## src/core/ssst_pkg.sv

```systemverilog
// ssst_pkg: constants shared by the sensor serial slave and its fifo.
// assumes a 100 MHz mclk; times are kept in their own units and converted here.
package ssst_pkg;
  localparam int unsigned MCLK_HZ = 100_000_000;
  localparam int unsigned NS_PER_CYC = 1_000_000_000 / MCLK_HZ;
  localparam int unsigned WORD_W = 16;
  localparam int unsigned FIFO_DEPTH = 4;
  localparam int unsigned SETTING_W = 4;
  localparam logic [3:0] FAST_MIN_SETTING = 4'h7;
  // sleep recovery, 2.5 ms, a least time so rounded up
  localparam int unsigned WAKE_TIME_US = 2500;
  localparam int unsigned WAKE_CYC = (WAKE_TIME_US * 1000 + NS_PER_CYC - 1) / NS_PER_CYC;
  // shortest conversion period, 3.906 ms
  localparam int unsigned CONV_TIME_NS = 3_906_000;
  localparam int unsigned CONV_CYC = CONV_TIME_NS / NS_PER_CYC;
  localparam int unsigned MULT_W = 11;
  // conversion period in base periods, indexed by the sample period setting
  localparam logic [10:0] PERIOD_MULT [16] = '{
    11'h001, 11'h001, 11'h002, 11'h003, 11'h004, 11'h006, 11'h008, 11'h00c,
    11'h010, 11'h020, 11'h040, 11'h080, 11'h100, 11'h200, 11'h400, 11'h7c0};
  typedef enum logic [1:0] {
    SSST_ACTIVE = 2'b00,
    SSST_SLEEP = 2'b01,
    SSST_WAKE = 2'b11
  } ssst_pwr_type;
endpackage : ssst_pkg

```

## src/core/ssst_fifo.sv

```systemverilog
// ssst_fifo: small flip-flop fifo with valid/ready on both ends.
// assumes a single clock and a synchronous active-high reset.
`timescale 1ns/1ps
module ssst_fifo #(
  parameter int unsigned WIDTH = 16,
  parameter int unsigned DEPTH = 4
) (
  // clock and reset
  input wire logic mclk,
  input wire logic rst,
  // filling side
  input wire logic in_valid,
  output logic in_ready,
  input wire logic [WIDTH-1:0] in_data,
  // draining side
  output logic out_valid,
  input wire logic out_ready,
  output logic [WIDTH-1:0] out_data
);
  localparam int unsigned AW = (DEPTH > 1) ? $clog2(DEPTH) : 1;
  localparam logic [AW:0] FULL = (AW + 1)'(DEPTH);
  localparam logic [AW-1:0] LAST = AW'(DEPTH - 1);

  logic [WIDTH-1:0] mem_r [DEPTH];
  logic [WIDTH-1:0] mem_nxt [DEPTH];
  logic [AW-1:0] wr_r, wr_nxt, rd_r, rd_nxt;
  logic [AW:0] cnt_r, cnt_nxt;
  logic push, pop;

  assign in_ready = (cnt_r != FULL);
  assign out_valid = (cnt_r != '0);
  assign out_data = mem_r[rd_r];
  assign push = in_valid && in_ready;
  assign pop = out_valid && out_ready;

  always_comb begin
    mem_nxt = mem_r;
    wr_nxt = wr_r;
    rd_nxt = rd_r;
    cnt_nxt = cnt_r;
    if (push) begin
      mem_nxt[wr_r] = in_data;
      wr_nxt = (wr_r == LAST) ? '0 : wr_r + 1'b1;
    end
    if (pop) begin
      rd_nxt = (rd_r == LAST) ? '0 : rd_r + 1'b1;
    end
    if (push && !pop) begin
      cnt_nxt = cnt_r + 1'b1;
    end else if (pop && !push) begin
      cnt_nxt = cnt_r - 1'b1;
    end
  end

  always_ff @(posedge mclk) begin
    if (rst) begin
      wr_r <= '0;
      rd_r <= '0;
      cnt_r <= '0;
    end else begin
      wr_r <= wr_nxt;
      rd_r <= rd_nxt;
      cnt_r <= cnt_nxt;
    end
    mem_r <= mem_nxt;
  end
endmodule : ssst_fifo

```

## src/core/ssst_spi_dev.sv

```systemverilog
// ssst_spi_dev: serial slave port of a rate sensor, with sleep wake and conversion pacing.
// assumes cs_n, sclk and din come straight from pins and are sampled by mclk (100 MHz),
// with sclk at least eight mclk periods per half cycle.
`timescale 1ns/1ps
module ssst_spi_dev #(
  parameter int unsigned WIDTH = ssst_pkg::WORD_W,
  parameter int unsigned DEPTH = ssst_pkg::FIFO_DEPTH,
  parameter int unsigned WAKE_CYC = ssst_pkg::WAKE_CYC,
  parameter int unsigned CONV_CYC = ssst_pkg::CONV_CYC
) (
  // clock and reset
  input wire logic mclk,
  input wire logic rst,
  // serial pins
  input wire logic cs_n,
  input wire logic sclk,
  input wire logic din,
  output logic dout_o,
  output logic dout_oe,
  // words to send
  input wire logic [WIDTH-1:0] tx_data,
  input wire logic tx_valid,
  output logic tx_ready,
  // words received
  output logic [WIDTH-1:0] rx_data,
  output logic rx_valid,
  // control
  input wire logic [ssst_pkg::SETTING_W-1:0] sample_period_setting,
  input wire logic sleep_req,
  // status
  output logic fast_mode,
  output logic awake,
  output logic conv_strobe,
  output logic busy
);
  localparam int unsigned BW = $clog2(WIDTH);
  localparam logic [BW-1:0] LAST_BIT = BW'(WIDTH - 1);
  localparam logic [31:0] WAKE_LAST = 32'(WAKE_CYC - 1);
  localparam logic [31:0] CONV_LAST = 32'(CONV_CYC - 1);

  // pin synchronisers: s1 feeds only s2, s2 and d feed the edge detect
  logic [2:0] pin_s1_r, pin_s2_r, pin_d_r;
  logic cs_act, cs_fall, sclk_rise, sclk_fall, din_q;

  always_ff @(posedge mclk) begin
    if (rst) begin
      pin_s1_r <= 3'h7;
      pin_s2_r <= 3'h7;
      pin_d_r <= 3'h7;
    end else begin
      pin_s1_r <= {cs_n, sclk, din};
      pin_s2_r <= pin_s1_r;
      pin_d_r <= pin_s2_r;
    end
  end

  assign cs_act = !pin_s2_r[2];
  assign cs_fall = pin_d_r[2] && !pin_s2_r[2];
  assign sclk_rise = !pin_d_r[1] && pin_s2_r[1];
  assign sclk_fall = pin_d_r[1] && !pin_s2_r[1];
  assign din_q = pin_s2_r[0];

  // outgoing words queue here; the port drains one per frame, so the queue fills
  logic f_valid, f_pop;
  logic [WIDTH-1:0] f_data;

  ssst_fifo #(.WIDTH(WIDTH), .DEPTH(DEPTH)) u_txq (
    .mclk(mclk),
    .rst(rst),
    .in_valid(tx_valid),
    .in_ready(tx_ready),
    .in_data(tx_data),
    .out_valid(f_valid),
    .out_ready(f_pop),
    .out_data(f_data)
  );

  // serial shifter
  logic [WIDTH-1:0] shift_r, shift_nxt, rxsh_r, rxsh_nxt, rx_data_r, rx_data_nxt;
  logic [BW-1:0] bitcnt_r, bitcnt_nxt;
  logic skip_r, skip_nxt, dout_r, dout_nxt, oe_r, oe_nxt, rxv_r, rxv_nxt;

  always_comb begin
    shift_nxt = shift_r;
    rxsh_nxt = rxsh_r;
    rx_data_nxt = rx_data_r;
    bitcnt_nxt = bitcnt_r;
    skip_nxt = skip_r;
    dout_nxt = dout_r;
    rxv_nxt = 1'b0;
    f_pop = 1'b0;
    oe_nxt = cs_act;
    if (cs_fall) begin
      // an empty queue sends zeros rather than stalling the master
      shift_nxt = f_valid ? f_data : '0;
      f_pop = f_valid;
      dout_nxt = f_valid ? f_data[WIDTH-1] : 1'b0;
      bitcnt_nxt = '0;
      skip_nxt = 1'b1;
    end else if (cs_act) begin
      if (sclk_rise) begin
        rxsh_nxt = {rxsh_r[WIDTH-2:0], din_q};
        if (bitcnt_r == LAST_BIT) begin
          rx_data_nxt = {rxsh_r[WIDTH-2:0], din_q};
          rxv_nxt = 1'b1;
          bitcnt_nxt = '0;
        end else begin
          bitcnt_nxt = bitcnt_r + 1'b1;
        end
      end
      if (sclk_fall) begin
        // the first falling edge precedes the msb capture, so it launches nothing
        if (skip_r) begin
          skip_nxt = 1'b0;
        end else begin
          shift_nxt = {shift_r[WIDTH-2:0], 1'b0};
          dout_nxt = shift_r[WIDTH-2];
        end
      end
    end
  end

  always_ff @(posedge mclk) begin
    if (rst) begin
      shift_r <= '0;
      rxsh_r <= '0;
      rx_data_r <= '0;
      bitcnt_r <= '0;
      skip_r <= 1'b0;
      dout_r <= 1'b0;
      oe_r <= 1'b0;
      rxv_r <= 1'b0;
    end else begin
      shift_r <= shift_nxt;
      rxsh_r <= rxsh_nxt;
      rx_data_r <= rx_data_nxt;
      bitcnt_r <= bitcnt_nxt;
      skip_r <= skip_nxt;
      dout_r <= dout_nxt;
      oe_r <= oe_nxt;
      rxv_r <= rxv_nxt;
    end
  end

  assign dout_o = dout_r;
  assign dout_oe = oe_r;
  assign rx_data = rx_data_r;
  assign rx_valid = rxv_r;
  assign busy = oe_r;

  // power state
  ssst_pkg::ssst_pwr_type pwr_r, pwr_nxt;
  logic [31:0] wake_cnt_r, wake_cnt_nxt;

  always_comb begin
    pwr_nxt = pwr_r;
    wake_cnt_nxt = wake_cnt_r;
    case (pwr_r)
      ssst_pkg::SSST_ACTIVE: begin
        if (sleep_req) begin
          pwr_nxt = ssst_pkg::SSST_SLEEP;
        end
      end
      ssst_pkg::SSST_SLEEP: begin
        if (cs_fall) begin
          pwr_nxt = ssst_pkg::SSST_WAKE;
          wake_cnt_nxt = WAKE_LAST;
        end
      end
      ssst_pkg::SSST_WAKE: begin
        if (wake_cnt_r == '0) begin
          pwr_nxt = ssst_pkg::SSST_ACTIVE;
        end else begin
          wake_cnt_nxt = wake_cnt_r - 1'b1;
        end
      end
      default: begin
        pwr_nxt = ssst_pkg::SSST_ACTIVE;
      end
    endcase
  end

  always_ff @(posedge mclk) begin
    if (rst) begin
      pwr_r <= ssst_pkg::SSST_ACTIVE;
      wake_cnt_r <= '0;
    end else begin
      pwr_r <= pwr_nxt;
      wake_cnt_r <= wake_cnt_nxt;
    end
  end

  assign awake = (pwr_r == ssst_pkg::SSST_ACTIVE);
  assign fast_mode = (sample_period_setting >= ssst_pkg::FAST_MIN_SETTING);

  // conversion pacing: base period times a per-setting multiple
  logic [31:0] base_r, base_nxt;
  logic [ssst_pkg::MULT_W-1:0] mult_r, mult_nxt, mult_last;
  logic conv_r, conv_nxt;

  assign mult_last = ssst_pkg::PERIOD_MULT[sample_period_setting] - 1'b1;

  always_comb begin
    base_nxt = base_r;
    mult_nxt = mult_r;
    conv_nxt = 1'b0;
    if (!awake) begin
      // nothing converts while asleep or recovering
      base_nxt = '0;
      mult_nxt = '0;
    end else if (base_r == CONV_LAST) begin
      base_nxt = '0;
      if (mult_r >= mult_last) begin
        mult_nxt = '0;
        conv_nxt = 1'b1;
      end else begin
        mult_nxt = mult_r + 1'b1;
      end
    end else begin
      base_nxt = base_r + 1'b1;
    end
  end

  always_ff @(posedge mclk) begin
    if (rst) begin
      base_r <= '0;
      mult_r <= '0;
      conv_r <= 1'b0;
    end else begin
      base_r <= base_nxt;
      mult_r <= mult_nxt;
      conv_r <= conv_nxt;
    end
  end

  assign conv_strobe = conv_r;

  // pacing check: cycles since the last strobe, and whether power and setting held meanwhile
  logic [31:0] gap_r, gap_nxt, conv_period;
  logic [ssst_pkg::SETTING_W-1:0] set_d_r, set_d_nxt;
  logic steady_r, steady_nxt;

  assign conv_period = 32'(CONV_CYC * ssst_pkg::PERIOD_MULT[sample_period_setting]);

  always_comb begin
    gap_nxt = gap_r + 1'b1;
    set_d_nxt = sample_period_setting;
    // a setting change or a nap makes the next gap meaningless, so it is not judged
    steady_nxt = steady_r && awake && (sample_period_setting == set_d_r);
    if (conv_strobe) begin
      gap_nxt = '0;
      steady_nxt = 1'b1;
    end
  end

  always_ff @(posedge mclk) begin
    if (rst) begin
      gap_r <= '0;
      set_d_r <= '0;
      steady_r <= 1'b0;
    end else begin
      gap_r <= gap_nxt;
      set_d_r <= set_d_nxt;
      steady_r <= steady_nxt;
    end
  end
endmodule : ssst_spi_dev

```

## config.mk

```make
export PLATFORM = sky130hd
export DESIGN_NAME = ssst_spi_dev
export DESIGN_NICKNAME = d
export VERILOG_FILES = /design/src/core/ssst_pkg.sv /design/src/core/ssst_fifo.sv /design/src/core/ssst_spi_dev.sv
export SDC_FILE = /design/constraint.sdc
export NUM_CORES = 1
export LEC_CHECK = 0
export ABC_AREA = 1
export ABC_CLOCK_PERIOD_IN_PS = 3700
export BUFFER_PORTS_ARGS = -buffer_cell sky130_fd_sc_hd__buf_4
export CORE_UTILIZATION = 45
export DETAILED_ROUTE_END_ITERATION = 7
export GPL_ROUTABILITY_DRIVEN = 0
export SLEW_MARGIN = 20
export SYNTH_ARGS = -nofsm -noshare
export SYNTH_HDL_FRONTEND = slang
export SYNTH_SLANG_ARGS = --single-unit
```

## constraint.sdc

```tcl
create_clock -name mclk -period 3.7 [get_ports mclk]
set_clock_uncertainty 0.05 [all_clocks]
set_input_delay 0.74 -clock mclk [delete_from_list [all_inputs] [get_ports mclk]]
set_output_delay 0.74 -clock mclk [all_outputs]
set_load 0.01 [all_outputs]
```

==> out/metrics.cfg <==
[status]
outcome=finished, final reports clean

[yosys]
synth_simple_gate_area_share_pct=28.29
synth_edf_count=64
syn_nets=1402
synth_top_family_by_area=simple AND/OR/NAND/NOR gates
yosys_most_used_dff=dfxtp_1
synth-xor-area-share_pct=2.901
synth_cell_type_count=40
netlist.area_leader.share_pct=28.67
syn_avg_cell_area_um2=7.621
synth_area_leaders=dfxtp_1, edfxtp_1, nand2_1
async_flop_share_pct=0
netlist_instances=1347
synth-compound-area-share_pct=10.47
ys_seq_elements=211
synthAdderAreaFrac_pct=3.486
yosys_warnings=0
synth_area_leader_cell=dfxtp_1
synth.area.mux_share_pct=0.2925
syn_area_um2=10260
ys_seq_area_share_pct=47.39

[worst_hold_path]
min_path_type=reg2reg
hold_start=pin_s1_r[2]
holdPathStages=1

[die]
start_util_pct=46.46
io_pins=51
die_area_um2=23420
fp.dieW_um=153.0
row_count=54
core_region_area_um2=22090
fp.dieH_um=153.0

[cts]
htreeDepth=1
clock_path_buffers=3
clk_latency_ns=0.52
root_buffer=clkbuf_16
cts_tree=done
numClockSinks=211
cts_hold_buf=0
cts_inserted_buffers=24
post_cts_resized=0
clk_pin_slew_ns=0.06
postCtsSetupBuffers=0

[drt]
vias=8516
routed_wl_um=22880
dr.first_iter.drc_count=519
ant_nets=0
drcViolationCount=0
vias_per_cell=5.033
drt_first_pass_iters=5
drt-wirelength-per-cell_um=13.52

[timing]
finalHoldViolCount=0
setup_viol=0
tightest_slew_ns=0.7296
fin_crit_sh_pct=88.46
relSlewSlack_pct=51.25
tns_ns=0
timing.fmax_ghz=0.3055
maxSlewViolCount=0
period_minus_slack_ns=3.273
hold_ws_ns=0.3564
worst_slack_ns=0.4268
rsz0062_at_grt=false

[setup_path]
rr_startpoint=pin_d_r[2]
path_buf_inv=3
cp-startpoint=sample_period_setting[1]
critPathMaxStageDelay_ns=0.29
path_max_fanout=5
worstSetupEndpointType=flop
cp-start-kind=primary input
crit_path_frequent_cell=nand2_1
critPathTopFamily=simple AND/OR/NAND/NOR gates
r2r_cells=10
crit_chain=buf_4 -> inv_1 -> ha_1 -> a21oi_1 -> ha_1 -> inv_1 -> nor3_1 -> nand4_1 -> nor3_1 -> xnor2_1 -> ha_1 -> nand2_1 -> nor2_1 -> nand2_1 -> a21oi_1 -> nor2_1 -> nand2_1 -> nand2_1 -> nand2_1 -> nor2_1
worstPathArrival_ns=3.63
criticalPathCategory=in2reg
required_ns=4.05
crit_slowest_cell=ha_1
crit_cells=20

[power]
switching_share_pct=23.56
combPwrFrac_pct=9.1
p_per_area_nw_per_um2=475.6
leakage_uw=0.004883
switching_power_uw=1317
power_uw=5591
pwr-share-seq_pct=44.9
p_clk_share_pct=46.0
internal-power_uw=4274
ir_worst_vdd_v=0.0003246

[global_route]
antenna_found_initial=0
first_global_vias=7906
grt_max_degree=53
grt_overflow=0
grt_usage_pct=19.68
grt_pass1_wl_um=38240

[placement]
dp_slack_ns=-0.08094
hpwl_um=15360
io_buffers=50

[layout]
n_antenna_cell=0
drive_gt1_share_pct=9.490
nNetsFinal=1451
areaGrowthSynthToFinish_pct=14.54
utilization_pct=53.22

[run]
drv_cap=0

[layout by cell type (no fill, tap or decap), types with 3 or more instances in the layout]
cell type / n
nand2_1: 289
nor2_1: 234
dfxtp_1: 146
inv_1: 142
a21oi_1: 88
o21ai_0: 82
nand3_1: 68
edfxtp_1: 64
buf_4: 62
nand4_1: 32
nor3_1: 31
ha_1: 27
clkbuf_16: 24
xor2_1: 19
xnor2_1: 15
nor2_2: 12
o32ai_1: 12
or2_2: 7
nor2_4: 5
bufinv_16: 5
clkbuf_8: 4
inv_2: 3
nand2_2: 3
mux2i_1: 3
o22ai_1: 3
o211ai_1: 3
clkbuf_1: 3
[final cells by class]
| cell class | instances | area [um^2] |
|---|---|---|
| clock buffers | 31 | 666.9 |
| clock inverters | 11 | 200.2 |
| fillers | 2098 | 10340 |
| inverters | 145 | 544.3 |
| multi-input cells | 952 | 4664 |
| flip-flops and latches | 211 | 4866 |
| well taps | 280 | 350.3 |
| repair buffers | 62 | 465.4 |
[cell families after synthesis]
group | after synthesis
and+or+nand+nor | 688
DFF | 211
AOI/OAI and AO/OA | 199
buffers and inverters | 184
xor gates and xnor gates | 34
adders and majority gates | 28
muxes | 3
[cells in the mapped netlist, types with 2 or more instances]
library cell  count
inv_2             3
buf_2             9
nor3b_1           2
or2_2             7
nand3_1          68
edfxtp_1         64
mux2i_1           3
nor2_1          234
dfxtp_1         147
clkbuf_1         25
xor2_1           19
nand2_2           3
o211ai_1          3
o21ai_1           2
xnor2_1          15
and2_1            2
a22oi_1           2
o21ai_0          82
nor2_2           12
nand4_1          32
ha_1             27
nor3_1           31
o22ai_1           3
a21oi_1          88
nand2_1         289
inv_1           142
nor2_4            5
buf_6             4
o32ai_1          12
a211oi_1          2
[per-stage QoR]
stage	instances	cell area [um^2]
6_report	1692	11760
5_1_grt	1692	11760
4_1_cts	1692	11760
3_5_place_dp	1650	10890
3_3_place_gp	1650	10890
2_1_floorplan	1347	10260
[power by group through the flow]
stage          clock network, uW  logic, uW  registers (uW)
2_1_floorplan                  0        372            2550
5_1_grt                     2700        586            2520
6_report                    2570        510            2510
4_1_cts                     2630        518            2510
3_3_place_gp                   0        507            2560
3_5_place_dp                   0        514            2560
[metal layers]
metal	part of all wire (%)	wire length, um	global-route usage, %	vias to the layer above
met2	45	10270	32.46	125
met1	50	11400	27.01	3854
met4	2.5	562	5.772	0
met3	2.8	651	2.410	37
met5	0	0	0	-
li1	-	-	-	4500
[sequential cells by signal, indices dropped and copies added (netlist names), 2 cells and up]
| name | count |
|---|---|
| rx_data | 16 |
| u_txq.mem_r | 64 |
| bitcnt_r | 4 |
| pin_d_r | 2 |
| rxsh_r | 15 |
| u_txq.cnt_r | 3 |
| mult_r | 11 |
| shift_r | 15 |
| base_r | 32 |
| wake_cnt_r | 32 |
| pwr_r | 2 |
| u_txq.rd_r | 2 |
| u_txq.wr_r | 2 |
| pin_s2_r | 3 |
| pin_s1_r | 3 |
[final timing paths]
check        slack [ns]              to
max                0.43       mult_r[6]
max reg2reg        1.23  u_txq.cnt_r[1]
min reg2reg        0.36     pin_s2_r[2]
min                0.36     pin_s2_r[2]
Note: power is estimated with default switching activity, not from simulation.
